File: config.mk
export PLATFORM = sky130hd
export DESIGN_NAME = mmt_top
export DESIGN_NICKNAME = d
export VERILOG_FILES = /design/src/mmt_pkg.sv /design/src/mmt_top.sv /design/src/mmt_btimer.sv
export SDC_FILE = /design/constraint.sdc
export NUM_CORES = 1
export LEC_CHECK = 0
export BUFFER_PORTS_ARGS = -buffer_cell sky130_fd_sc_hd__buf_2
export CAP_MARGIN = 15
export CORE_MARGIN = 4
export CORE_UTILIZATION = 40
export DETAILED_ROUTE_END_ITERATION = 10
export GPL_ROUTABILITY_DRIVEN = 0
export SETUP_SLACK_MARGIN = 0.1
export SLEW_MARGIN = 20
export SYNTH_ARGS = -nofsm -noshare
export SYNTH_HDL_FRONTEND = slang
export SYNTH_HIERARCHICAL = 1
export SYNTH_SLANG_ARGS = --single-unit
File: constraint.sdc
create_clock -name mclk_in -period 4.4 [get_ports mclk_in]
set_input_delay 0.22 -clock mclk_in [delete_from_list [all_inputs] [get_ports mclk_in]]
set_output_delay 0.22 -clock mclk_in [all_outputs]
set_load 0.01 [all_outputs]
File: src/mmt_pkg.sv
// Purpose: Shared constants for the multi-mode timer block
// Assumes: One 100 MHz clock, registers reached as plain ports
// Notes:
// Notes on behaviour
// RULE_01: A running general timer's count read returns the live counter value.
// RULE_02: In timer mode a read at the reload instant returns all ones.
// RULE_03: Event counter reload read gives all ones on underflow, zeros on overflow.
// RULE_04: A value written while halted reads back correctly before counting.
// RULE_05: Software rewrites the value after stopping a free-running event counter.
// RULE_06: One-shot stop reloads counter, drives output low, sets request flag.
// RULE_07: Selecting one-shot after reset or from timer/event mode sets request flag.
// RULE_08: Selecting PWM after reset or from timer/event mode sets request flag.
// RULE_09: Software clears the request flag after those mode selections.
// RULE_10: PWM stop halts count; a high output goes low and sets the flag.
// RULE_11: Measurement timer reads live, all ones at reload, written value when halted.
// RULE_12: Changing measurement selection after start sets the request flag.
// RULE_13: First measured edge loads an undefined value and raises no request.
// RULE_14: The request flag stays set until software clears it or it is accepted.
package mmt_pkg;
  localparam int CW = 16;
  localparam logic [15:0] ALL_ONES = 16'hFFFF;
  localparam logic [15:0] ALL_ZEROS = 16'h0000;
  localparam logic [15:0] ONE = 16'h0001;
  localparam logic [15:0] UNDEF_VAL = 16'hFFFF;
  typedef enum logic [1:0]
  {
    MMT_TIMER = 2'h0,
    MMT_EVENT = 2'h1,
    MMT_ONESHOT = 2'h2,
    MMT_PWM = 2'h3
  } mmt_amode_e;
  typedef enum logic [1:0]
  {
    MMT_BTIMER = 2'h0,
    MMT_BEVENT = 2'h1,
    MMT_BMEAS = 2'h2,
    MMT_BRSVD = 2'h3
  } mmt_bmode_e;
endpackage

File: src/mmt_top.sv
// Purpose: General-purpose and measurement timers with request flags
// Assumes: Control bits arrive as plain ports on mclk_in
// Notes: Pin inputs are synchronised through three flops
`timescale 1ns/1ps
`default_nettype none
module mmt_top
(
  input wire logic mclk_in,
  input wire logic resetn_in,
  input wire logic [1:0] a_mode_in,
  input wire logic a_start_in,
  input wire logic a_event_up_in,
  input wire logic a_wr_in,
  input wire logic [15:0] a_wdata_in,
  input wire logic a_event_pin_in,
  input wire logic a_irq_clr_in,
  input wire logic a_irq_ack_in,
  output logic [15:0] a_count_out,
  output logic general_timer_output_pin_out,
  output logic a_irq_flag_out,
  input wire logic [1:0] b_mode_in,
  input wire logic b_start_in,
  input wire logic b_meas_sel_in,
  input wire logic b_wr_in,
  input wire logic [15:0] b_wdata_in,
  input wire logic b_edge_pin_in,
  input wire logic b_irq_clr_in,
  input wire logic b_irq_ack_in,
  output logic [15:0] b_count_out,
  output logic [15:0] b_reload_out,
  output logic b_irq_flag_out
);
  // ----------------------------------------
  // Reset release
  // ----------------------------------------
  logic [1:0] rst_sync_r;
  wire rst_n = rst_sync_r[1];
  always_ff @(posedge mclk_in or negedge resetn_in)
  begin
    if (!resetn_in)
      rst_sync_r <= 2'b00;
    else
      rst_sync_r <= {rst_sync_r[0], 1'b1};
  end

  // ----------------------------------------
  // Pin synchronisers
  // ----------------------------------------
  logic [2:0] aev_r;
  logic [2:0] bev_r;
  logic aev_lvl_r;
  logic bev_lvl_r;
  always_ff @(posedge mclk_in or negedge rst_n)
  begin
    if (!rst_n)
    begin
      aev_r <= 3'h0;
      bev_r <= 3'h0;
      aev_lvl_r <= 1'b0;
      bev_lvl_r <= 1'b0;
    end
    else
    begin
      aev_r <= {aev_r[1:0], a_event_pin_in};
      bev_r <= {bev_r[1:0], b_edge_pin_in};
      if (aev_r[1] == aev_r[2])
        aev_lvl_r <= aev_r[2];
      if (bev_r[1] == bev_r[2])
        bev_lvl_r <= bev_r[2];
    end
  end
  logic aev_d_r;
  logic bev_d_r;
  always_ff @(posedge mclk_in or negedge rst_n)
  begin
    if (!rst_n)
    begin
      aev_d_r <= 1'b0;
      bev_d_r <= 1'b0;
    end
    else
    begin
      aev_d_r <= aev_lvl_r;
      bev_d_r <= bev_lvl_r;
    end
  end
  wire a_evt = aev_lvl_r && !aev_d_r;
  wire b_edge = bev_lvl_r && !bev_d_r;

  // ----------------------------------------
  // General timer counter
  // ----------------------------------------
  logic [15:0] a_cnt_r;
  logic [15:0] a_rld_r;
  logic a_out_r;
  logic a_start_d_r;
  logic [1:0] a_mode_d_r;
  logic a_first_r;
  logic a_irq_r;
  wire a_tick = (a_mode_in == mmt_pkg::MMT_EVENT) ? a_evt : 1'b1;
  wire a_is_evt = (a_mode_in == mmt_pkg::MMT_EVENT);
  wire a_up = a_is_evt && a_event_up_in;
  wire a_under = a_cnt_r == mmt_pkg::ALL_ZEROS;
  wire a_over = a_cnt_r == mmt_pkg::ALL_ONES;
  wire a_wrap = a_up ? a_over : a_under;
  wire a_reload = a_start_in && a_tick && a_wrap;
  wire a_stop = a_start_d_r && !a_start_in;
  wire a_plain = (a_mode_d_r == mmt_pkg::MMT_TIMER) || (a_mode_d_r == mmt_pkg::MMT_EVENT);
  wire a_to_os = (a_mode_in == mmt_pkg::MMT_ONESHOT) && (a_first_r || (a_plain && a_mode_d_r != a_mode_in));
  wire a_to_pwm = (a_mode_in == mmt_pkg::MMT_PWM) && (a_first_r || (a_plain && a_mode_d_r != a_mode_in));
  wire a_os = a_mode_in == mmt_pkg::MMT_ONESHOT;
  wire a_pwm = a_mode_in == mmt_pkg::MMT_PWM;
  wire a_os_stop = a_os && a_stop; // see RULE_06
  wire a_pwm_stop = a_pwm && a_stop && a_out_r; // see RULE_10
  wire a_os_done = a_os && a_start_in && a_tick && a_under;
  wire a_set = a_to_os || a_to_pwm || a_os_stop || a_pwm_stop || a_os_done || (a_reload && !a_os); // see RULE_07 RULE_08

  always_ff @(posedge mclk_in or negedge rst_n)
  begin
    if (!rst_n)
    begin
      a_cnt_r <= 16'h0000;
      a_rld_r <= 16'h0000;
      a_out_r <= 1'b0;
      a_start_d_r <= 1'b0;
      a_mode_d_r <= 2'h0;
      a_first_r <= 1'b1;
    end
    else
    begin
      a_start_d_r <= a_start_in;
      a_mode_d_r <= a_mode_in;
      a_first_r <= 1'b0;
      // A write while counting only changes the reload value and does not freeze the count
      if (a_wr_in)
        a_rld_r <= a_wdata_in;
      if (a_wr_in && !a_start_in)
        a_cnt_r <= a_wdata_in; // see RULE_04
      else if (a_os_stop)
      begin
        a_cnt_r <= a_rld_r; // see RULE_06
        a_out_r <= 1'b0; // see RULE_06
      end
      else if (a_pwm_stop)
        a_out_r <= 1'b0; // see RULE_10
      else if (a_start_in && a_tick)
      begin
        if (a_wrap)
          a_cnt_r <= a_up ? mmt_pkg::ALL_ZEROS : a_rld_r;
        else
          a_cnt_r <= a_up ? a_cnt_r + mmt_pkg::ONE : a_cnt_r - mmt_pkg::ONE;
        if (a_os)
          a_out_r <= !a_under;
        else if (a_pwm && a_under)
          a_out_r <= !a_out_r;
      end
    end
  end

  // Reload instant shows the wrap value, not the reloaded one; see RULE_01 RULE_02 RULE_03
  assign a_count_out = (a_reload && !a_os && !a_pwm) ? (a_up ? mmt_pkg::ALL_ZEROS : mmt_pkg::ALL_ONES) : a_cnt_r;
  assign general_timer_output_pin_out = a_out_r;

  // ----------------------------------------
  // Request flags
  // ----------------------------------------
  // Software rewrites the value after a free-run stop; no hardware help (see RULE_05)
  // Spurious mode-change requests are left for software to clear (see RULE_09)
  logic b_set;
  logic b_irq_r;
  always_ff @(posedge mclk_in or negedge rst_n)
  begin
    if (!rst_n)
    begin
      a_irq_r <= 1'b0;
      b_irq_r <= 1'b0;
    end
    else
    begin
      // Set beats clear in the same cycle; see RULE_14
      a_irq_r <= a_set || (a_irq_r && !a_irq_clr_in && !a_irq_ack_in);
      b_irq_r <= b_set || (b_irq_r && !b_irq_clr_in && !b_irq_ack_in);
    end
  end
  assign a_irq_flag_out = a_irq_r;
  assign b_irq_flag_out = b_irq_r;

  // ----------------------------------------
  // Measurement timer
  // ----------------------------------------
  logic b_irq_evt;
  logic [15:0] b_cnt;
  wire b_tick = (b_mode_in == mmt_pkg::MMT_BEVENT) ? b_edge : 1'b1;
  mmt_btimer u_bt
  (
    .clk_in(mclk_in),
    .rst_n_in(rst_n),
    .mode_in(b_mode_in),
    .start_in(b_start_in),
    .meas_sel_in(b_meas_sel_in),
    .tick_in(b_tick),
    .edge_in(b_edge),
    .wr_in(b_wr_in),
    .wdata_in(b_wdata_in),
    .count_out(b_cnt),
    .reload_out(b_reload_out),
    .irq_set_out(b_irq_evt)
  );
  assign b_count_out = b_cnt;
  assign b_set = b_irq_evt;
endmodule
`default_nettype wire

File: src/mmt_btimer.sv
// Purpose: Measurement-class 16-bit timer
// Assumes: Edges arrive as same-clock one-cycle pulses
// Notes: Measurement counts up from zero and captures on edges
`timescale 1ns/1ps
`default_nettype none
module mmt_btimer
(
  input wire logic clk_in,
  input wire logic rst_n_in,
  input wire logic [1:0] mode_in,
  input wire logic start_in,
  input wire logic meas_sel_in,
  input wire logic tick_in,
  input wire logic edge_in,
  input wire logic wr_in,
  input wire logic [15:0] wdata_in,
  output logic [15:0] count_out,
  output logic [15:0] reload_out,
  output logic irq_set_out
);
  logic [15:0] cnt_r;
  logic [15:0] rld_r;
  logic first_r;
  logic sel_r;
  logic started_r;
  logic irq_r;
  wire meas = (mode_in == mmt_pkg::MMT_BMEAS);
  wire reload_now = start_in && !meas && tick_in && (cnt_r == mmt_pkg::ALL_ZEROS);
  wire sel_chg = meas && started_r && (meas_sel_in != sel_r);
  wire cap = meas && start_in && edge_in;

  // ----------------------------------------
  // Counter and capture
  // ----------------------------------------
  always_ff @(posedge clk_in or negedge rst_n_in)
  begin
    if (!rst_n_in)
    begin
      cnt_r <= 16'h0000;
      rld_r <= 16'h0000;
      first_r <= 1'b1;
      sel_r <= 1'b0;
      started_r <= 1'b0;
      irq_r <= 1'b0;
    end
    else
    begin
      sel_r <= meas_sel_in;
      started_r <= start_in;
      // Plain-mode reload request comes from the internal counter, not the all-ones read value
      irq_r <= reload_now;
      if (!start_in)
        first_r <= 1'b1;
      // A write while counting only changes the reload value and does not freeze the count
      if (wr_in)
        rld_r <= wdata_in;
      if (wr_in && !start_in)
        cnt_r <= wdata_in; // see RULE_11
      else if (meas)
      begin
        if (cap)
        begin
          // First edge: counter origin is unknown, so capture is junk and silent
          rld_r <= first_r ? mmt_pkg::UNDEF_VAL : cnt_r; // see RULE_13
          irq_r <= !first_r; // see RULE_13
          first_r <= 1'b0;
          cnt_r <= mmt_pkg::ALL_ZEROS;
        end
        else if (start_in && tick_in)
          cnt_r <= cnt_r + mmt_pkg::ONE;
      end
      else if (start_in && tick_in)
        cnt_r <= (cnt_r == mmt_pkg::ALL_ZEROS) ? rld_r : cnt_r - mmt_pkg::ONE;
      if (sel_chg)
        irq_r <= 1'b1; // see RULE_12
    end
  end

  assign count_out = reload_now ? mmt_pkg::ALL_ONES : cnt_r; // see RULE_11
  assign reload_out = rld_r;
  assign irq_set_out = irq_r;
endmodule
`default_nettype wire

Word-level counts from Yosys, hierarchy flattened --
Cells that the tools add are included.
Operators by class: equality and inequality tests 12, reduce and logical (&&, ||, !) cells 66, bitwise gates (word level) 1, mux-type cells 37, $add $sub $neg 4
Operator list (number):
- two-way mux 16 bit | 21
- adder 16 x 1 -> 16 bit (second input constant) | 2
- logical AND 1 bit | 32
- zero test 16 bit | 2
- subtractor 16 x 1 -> 16 bit (second input constant) | 2
- equality test 16 bit (second input constant) | 1
- two-way mux 1 bit | 16
- zero test 1 bit | 14
- nonzero test 3 bit | 4
- logical OR 1 bit | 9
- equality test 2 x 1 -> 1 bit (second input constant) | 3
- equality test 2 bit (second input constant) | 3
- AND reduction 2 bit | 2
- nonzero test 4 bit | 1
- inequality test 3 x 2 -> 1 bit (second input constant) | 1
- AND reduction 3 bit | 1
- equality test 1 bit | 2
- zero test 2 bit | 1
- inequality test 2 bit | 1
- inequality test 1 bit | 1
- inverter 1 bit | 1
Word-level totals: input bits 50, logic and storage cells 141, bits in registers 87

Logic depth before layout (Yosys ltp) --
word-level depth 11, depth in mapped cells 10, gate-level depth less buffers 9

Modules after synthesis --
The synthesis kept the hierarchy.
Modules (own cells, without submodules):
- mmt_top | area an instance 3214.3 um^2, instances 1, seq. area each 1252.5 um^2, cells each 342
- mmt_btimer | area an instance 2876.5 um^2, instances 1, seq. area each 902.1 um^2, cells each 335

Worst setup path after synthesis --
OpenSTA, ideal clock, no wires.
kind input to register, from in a_mode_in[1], to reg a_cnt_r[13], required time 4.290 ns, arrival 2.277 ns, path buffers 1, cell stages on the path 9, setup time 0.110 ns, path slack 2.013 ns, cells stage by stage buf_6 > nand3b_4 > ha_1 > a2111oi_0 > o21ai_1 > a31oi_1 > o21ai_1 > xnor2_1 > o41ai_1
On the way: word-level cells in the longest chain between the ends 8, elaborated cells on any way between the ends 20
Ends and longest elaborated chain:
- start, declared | RTL line mmt_top.sv:10 | input wire logic [1:0] a_mode_in,
- equality test 2 x 1 -> 1 bit | RTL line mmt_top.sv:100, mmt_top.sv:101
- logical AND 1 bit | RTL line mmt_top.sv:102 | wire a_up = a_is_evt && a_event_up_in;
- two-way mux 16 bit, or another cell as far along | RTL line mmt_top.sv:151 | a_cnt_r <= a_up ? a_cnt_r + mmt_pkg::ONE : a_cnt_r - mmt_pkg::ONE;
- two-way mux 16 bit | RTL line mmt_top.sv:148 | if (a_wrap)
- two-way mux 16 bit | RTL line mmt_top.sv:146 | else if (a_start_in && a_tick)
- two-way mux 16 bit | RTL line mmt_top.sv:144 | else if (a_pwm_stop)
- two-way mux 16 bit | RTL line mmt_top.sv:139 | else if (a_os_stop)
- two-way mux 16 bit | RTL line mmt_top.sv:137 | if (a_wr_in && !a_start_in)
- end signal, assigned | RTL line mmt_top.sv:138 | a_cnt_r <= a_wdata_in;
- end signal, assigned | RTL line mmt_top.sv:141 | a_cnt_r <= a_rld_r;
- end signal, assigned | RTL line mmt_top.sv:149 | a_cnt_r <= a_up ? mmt_pkg::ALL_ZEROS : a_rld_r;
- end, declared | RTL line mmt_top.sv:93 | logic [15:0] a_cnt_r;
Parallel ways exist; a longest one is shown, timed or not. The select of a mux whose other input is x is not followed. A chain may end at the register's enable or synchronous reset.

Worst setup path after layout --
from reg u_bt.cnt_r[0], to out b_count_out[2]
On the way: word-level cells in the longest chain between the ends 3
Ends and longest elaborated chain:
- start, declared | RTL line mmt_btimer.sv:21 | logic [15:0] cnt_r;
- start signal, assigned | RTL line mmt_btimer.sv:58 | cnt_r <= wdata_in;
- start signal, assigned | RTL line mmt_btimer.sv:67 | cnt_r <= mmt_pkg::ALL_ZEROS;
- start signal, assigned | RTL line mmt_btimer.sv:70 | cnt_r <= cnt_r + mmt_pkg::ONE;
- zero test 16 bit | RTL line mmt_btimer.sv:28 | wire reload_now = start_in && !meas && tick_in && (cnt_r == mmt_pkg::ALL_ZEROS);
- logical AND 1 bit | RTL line mmt_btimer.sv:28
- two-way mux 16 bit | RTL line mmt_btimer.sv:79 | assign count_out = reload_now ? mmt_pkg::ALL_ONES : cnt_r;
- end, declared | RTL line mmt_top.sv:29 | output logic [15:0] b_count_out,
No other way between the ends.

==> metrics.md <==
| Metric | Value |
|---|---|
| Status | completed |
| RSZ-0062 raised after global routing | no |
| FP Rows | 44 |
| Final worst slack | 955 ps |
| CTS Sinks | 86 |
| DR vias/cell | ~6 |
| Hold-fix buffers, CTS | 4 |
| Netlist cell types | between 80 and 90 |
| Total wire length | 17,500 um |
| Setup TNS | 0 ps |
| DRT antenna net count | 0 |
| Diode count | 0 |
| Seq/Total Area, Yosys | approximately 35% |
| Worst VDD drop | ~0.20 mV |
| Share of cells above drive strength 1 | roughly a quarter |
| Max Freq | 290 MHz |
| Leak pwr | around 3.0 nW |
| CTS root buf | clkbuf_16 |
| Yosys Warn Count | 6 |
| Clk Latency, worst-skew pair | 360 ps |
| PortBufs | 100 |
| Min-delay worst type | in2reg |
| Total power | approximately 3.5 mW |
| DIE WIDTH | around 130 um |
| Vias in the first global route | 5,577 |
| Number of synthesized flops with an enable pin | 0 |
| Fin Hold WS | 72.8 ps |
| First-pass GRT wire length | about 29,000 um |
| Pin count of the biggest net entering global routing | 45 |
| Die area | 0.0173 mm^2 |
| TritonCTS clock tree | yes |
| Post-CTS setup buffers | 0 |
| Initial Utilization | between 40% and 50% |
| TritonCTS buffer count | 9 |
| Crit path capture type | output port |
| Skew final | about 8.6 ps |
| Num ports | around 100 |
| Die height | around 130 um |
| Required @ worst endpoint | ~4200 ps |
| Most common cell after layout, fill and taps aside | buf_2 |
| Tcrit/Tclk final | 78.3% |
| Synth Register Bits | between 80 and 90 |
| Mean Syn Cell Area | 9.00 um^2 |
| Crit path kind | reg2out |
| Asr flop ratio synth | between 90% and 100% |
| Clock Path Buffers | 2 |
| Pins over their slew limit | 0 |
| Post-Syn Nets | 747 |
| Overall Global Routing Usage | a little over 20% |
| Post-CTS Resized | 0 |
| MaxCap Viol Count | 0 |
| Syn Inst Count | roughly 680 |
| Final Setup Violations | 0 |
| NumNets Final | just over 800 |
| WL/cell | between 15 and 20 um |
| Worst-path clk slew | about 70 ps |
| Crit path DAT | roughly 3200 ps |
| Worst slew margin | 31.8% |
| Critical-path maximum fanout | 17 |
| Worst r2r path cells | 6 |
| Hpwl dp | between 10,000 and 15,000 um |
| Initial antenna violation count | 0 |
| Grt total ovfl | 0 |
| H-tree depth | 3 |
| Power density over the cells | 503 mW/mm^2 |
| Hold Crit Depth | 1 |
| CP Launch Type | flop |
| Initial detailed-routing violation count | approximately 390 |
| Area grow syn2layout | 15.0% |
| Final min period | 3440 ps |
| Core area | approximately 0.015 mm^2 |
| Most frequent cells in the layout | buf_2, dfrtp_1, nor2_1 |
| Primary FF master, synth | dfrtp_1 |
| DRC violations left | 0 |
| Mapped Area | just over 0.006 mm^2 |
| Drt first pass iters | 5 |
| Final Hold Viols | 0 |
| Worst-margin pin slew | just over 1000 ps |
| Via count | about 5,600 |
| Worst slack at placement | approximately 1300 ps |
[report_power, final]
group	total [mW]	switching, mW	internal (mW)	leakage (nW)
registers	1.22	0.289	0.936	0.996
clock network	0.863	0.358	0.505	0.157
logic	1.44	0.775	0.663	1.86
[Yosys cell counts (6+ instances only)]
master / instances / area (um^2)
a211oi_1: 7 / 52.6
a21o_1: 9 / 67.6
a21oi_1: 58 / 290
buf_2: 8 / 40.0
clkbuf_1: 29 / 109
dfrtp_1: 84 / 2100
ha_1: 19 / 238
inv_1: 12 / 45.0
mux2_2: 18 / 203
mux2i_1: 22 / 220
nand2_1: 38 / 143
nand2b_1: 9 / 56.3
nand3_1: 15 / 75.1
nand4_1: 14 / 87.6
nor2_1: 59 / 221
nor2b_1: 11 / 68.8
nor3_1: 28 / 140
nor4_1: 6 / 37.5
o211ai_1: 6 / 45.0
o21ai_0: 24 / 120
o21ai_1: 13 / 65.1
o22ai_1: 12 / 75.1
o31ai_1: 6 / 45.0
or2_1: 10 / 62.6
or2_2: 8 / 50.1
or3_1: 8 / 50.1
or4_1: 7 / 52.6
xnor2_1: 17 / 149
xor2_1: 16 / 140
[stage by stage]
stage,cell area (um^2),cells,utilization [%]
after floorplan,6090,677,-
after global placement,6640,920,45.2
after detailed placement,6640,920,45.2
after CTS,7010,940,47.7
after global routing,7010,940,47.7
final,7010,940,47.7
[routing by layer]
layer  track usage, %  part of all wire, %
met1             23.8                   41
met2             36.0                   50
met3             4.13                  5.9
met4             8.28                  2.3
met5                0                    0
[critical path, cell delays in order (launching register included)]
cell and delay, ps:
dfrtp_1 490, inv_1 150, ha_1 180, nor4b_2 280, nand4_2 460, nor3_2 930, or2_2 250, buf_2 130
[worst paths after layout]
| path | startpoint | end | slack (ps) |
|---|---|---|---|
| max in group asynchronous | rst_sync_r[1] | a_first_r | 3070 |
| worst min-delay path | a_mode_in[1] | a_mode_d_r[1] | 70 |
| worst min register to register | rst_sync_r[1] | u_bt/reload_out[4] | 340 |
| worst max register to register | u_bt/cnt_r[0] | u_bt/irq_set_out | 1610 |
| worst max-delay path | u_bt/cnt_r[0] | b_count_out[2] | 960 |
| min in group asynchronous | resetn_in | rst_sync_r[1] | 170 |
[cell type report]
class,instances,area (um^2)
Fill cell,1422,7690
Multi-Input combinational cell,529,3640
Sequential cell,86,2160
Timing Repair Buffer,113,608
Tap cell,184,230
Clock buffer,9,225
Clock inverter,7,103
Inverter,12,45.0
[flip-flops by register name, indices dropped and copies added, names as in the netlist, 2 cells and up]
register / flops
a_cnt_r: 16
a_rld_r: 16
aev_r: 3
bev_r: 3
rst_sync_r: 2
u_bt/cnt_r: 16
u_bt/reload_out: 16
[kinds of logic after synthesis]
group           count (synthesis)  share of synthesized area [%]
buf+inv                        62                           4.91
other cells                     2                          0.123
xor+xnor                       33                           4.75
simple gates                  246                           23.0
fa+ha+maj                      22                           4.56
mux                            41                           7.19
compound gates                185                           20.1
flops                          86                           35.4
Note: power is estimated with default switching activity, not from simulation.
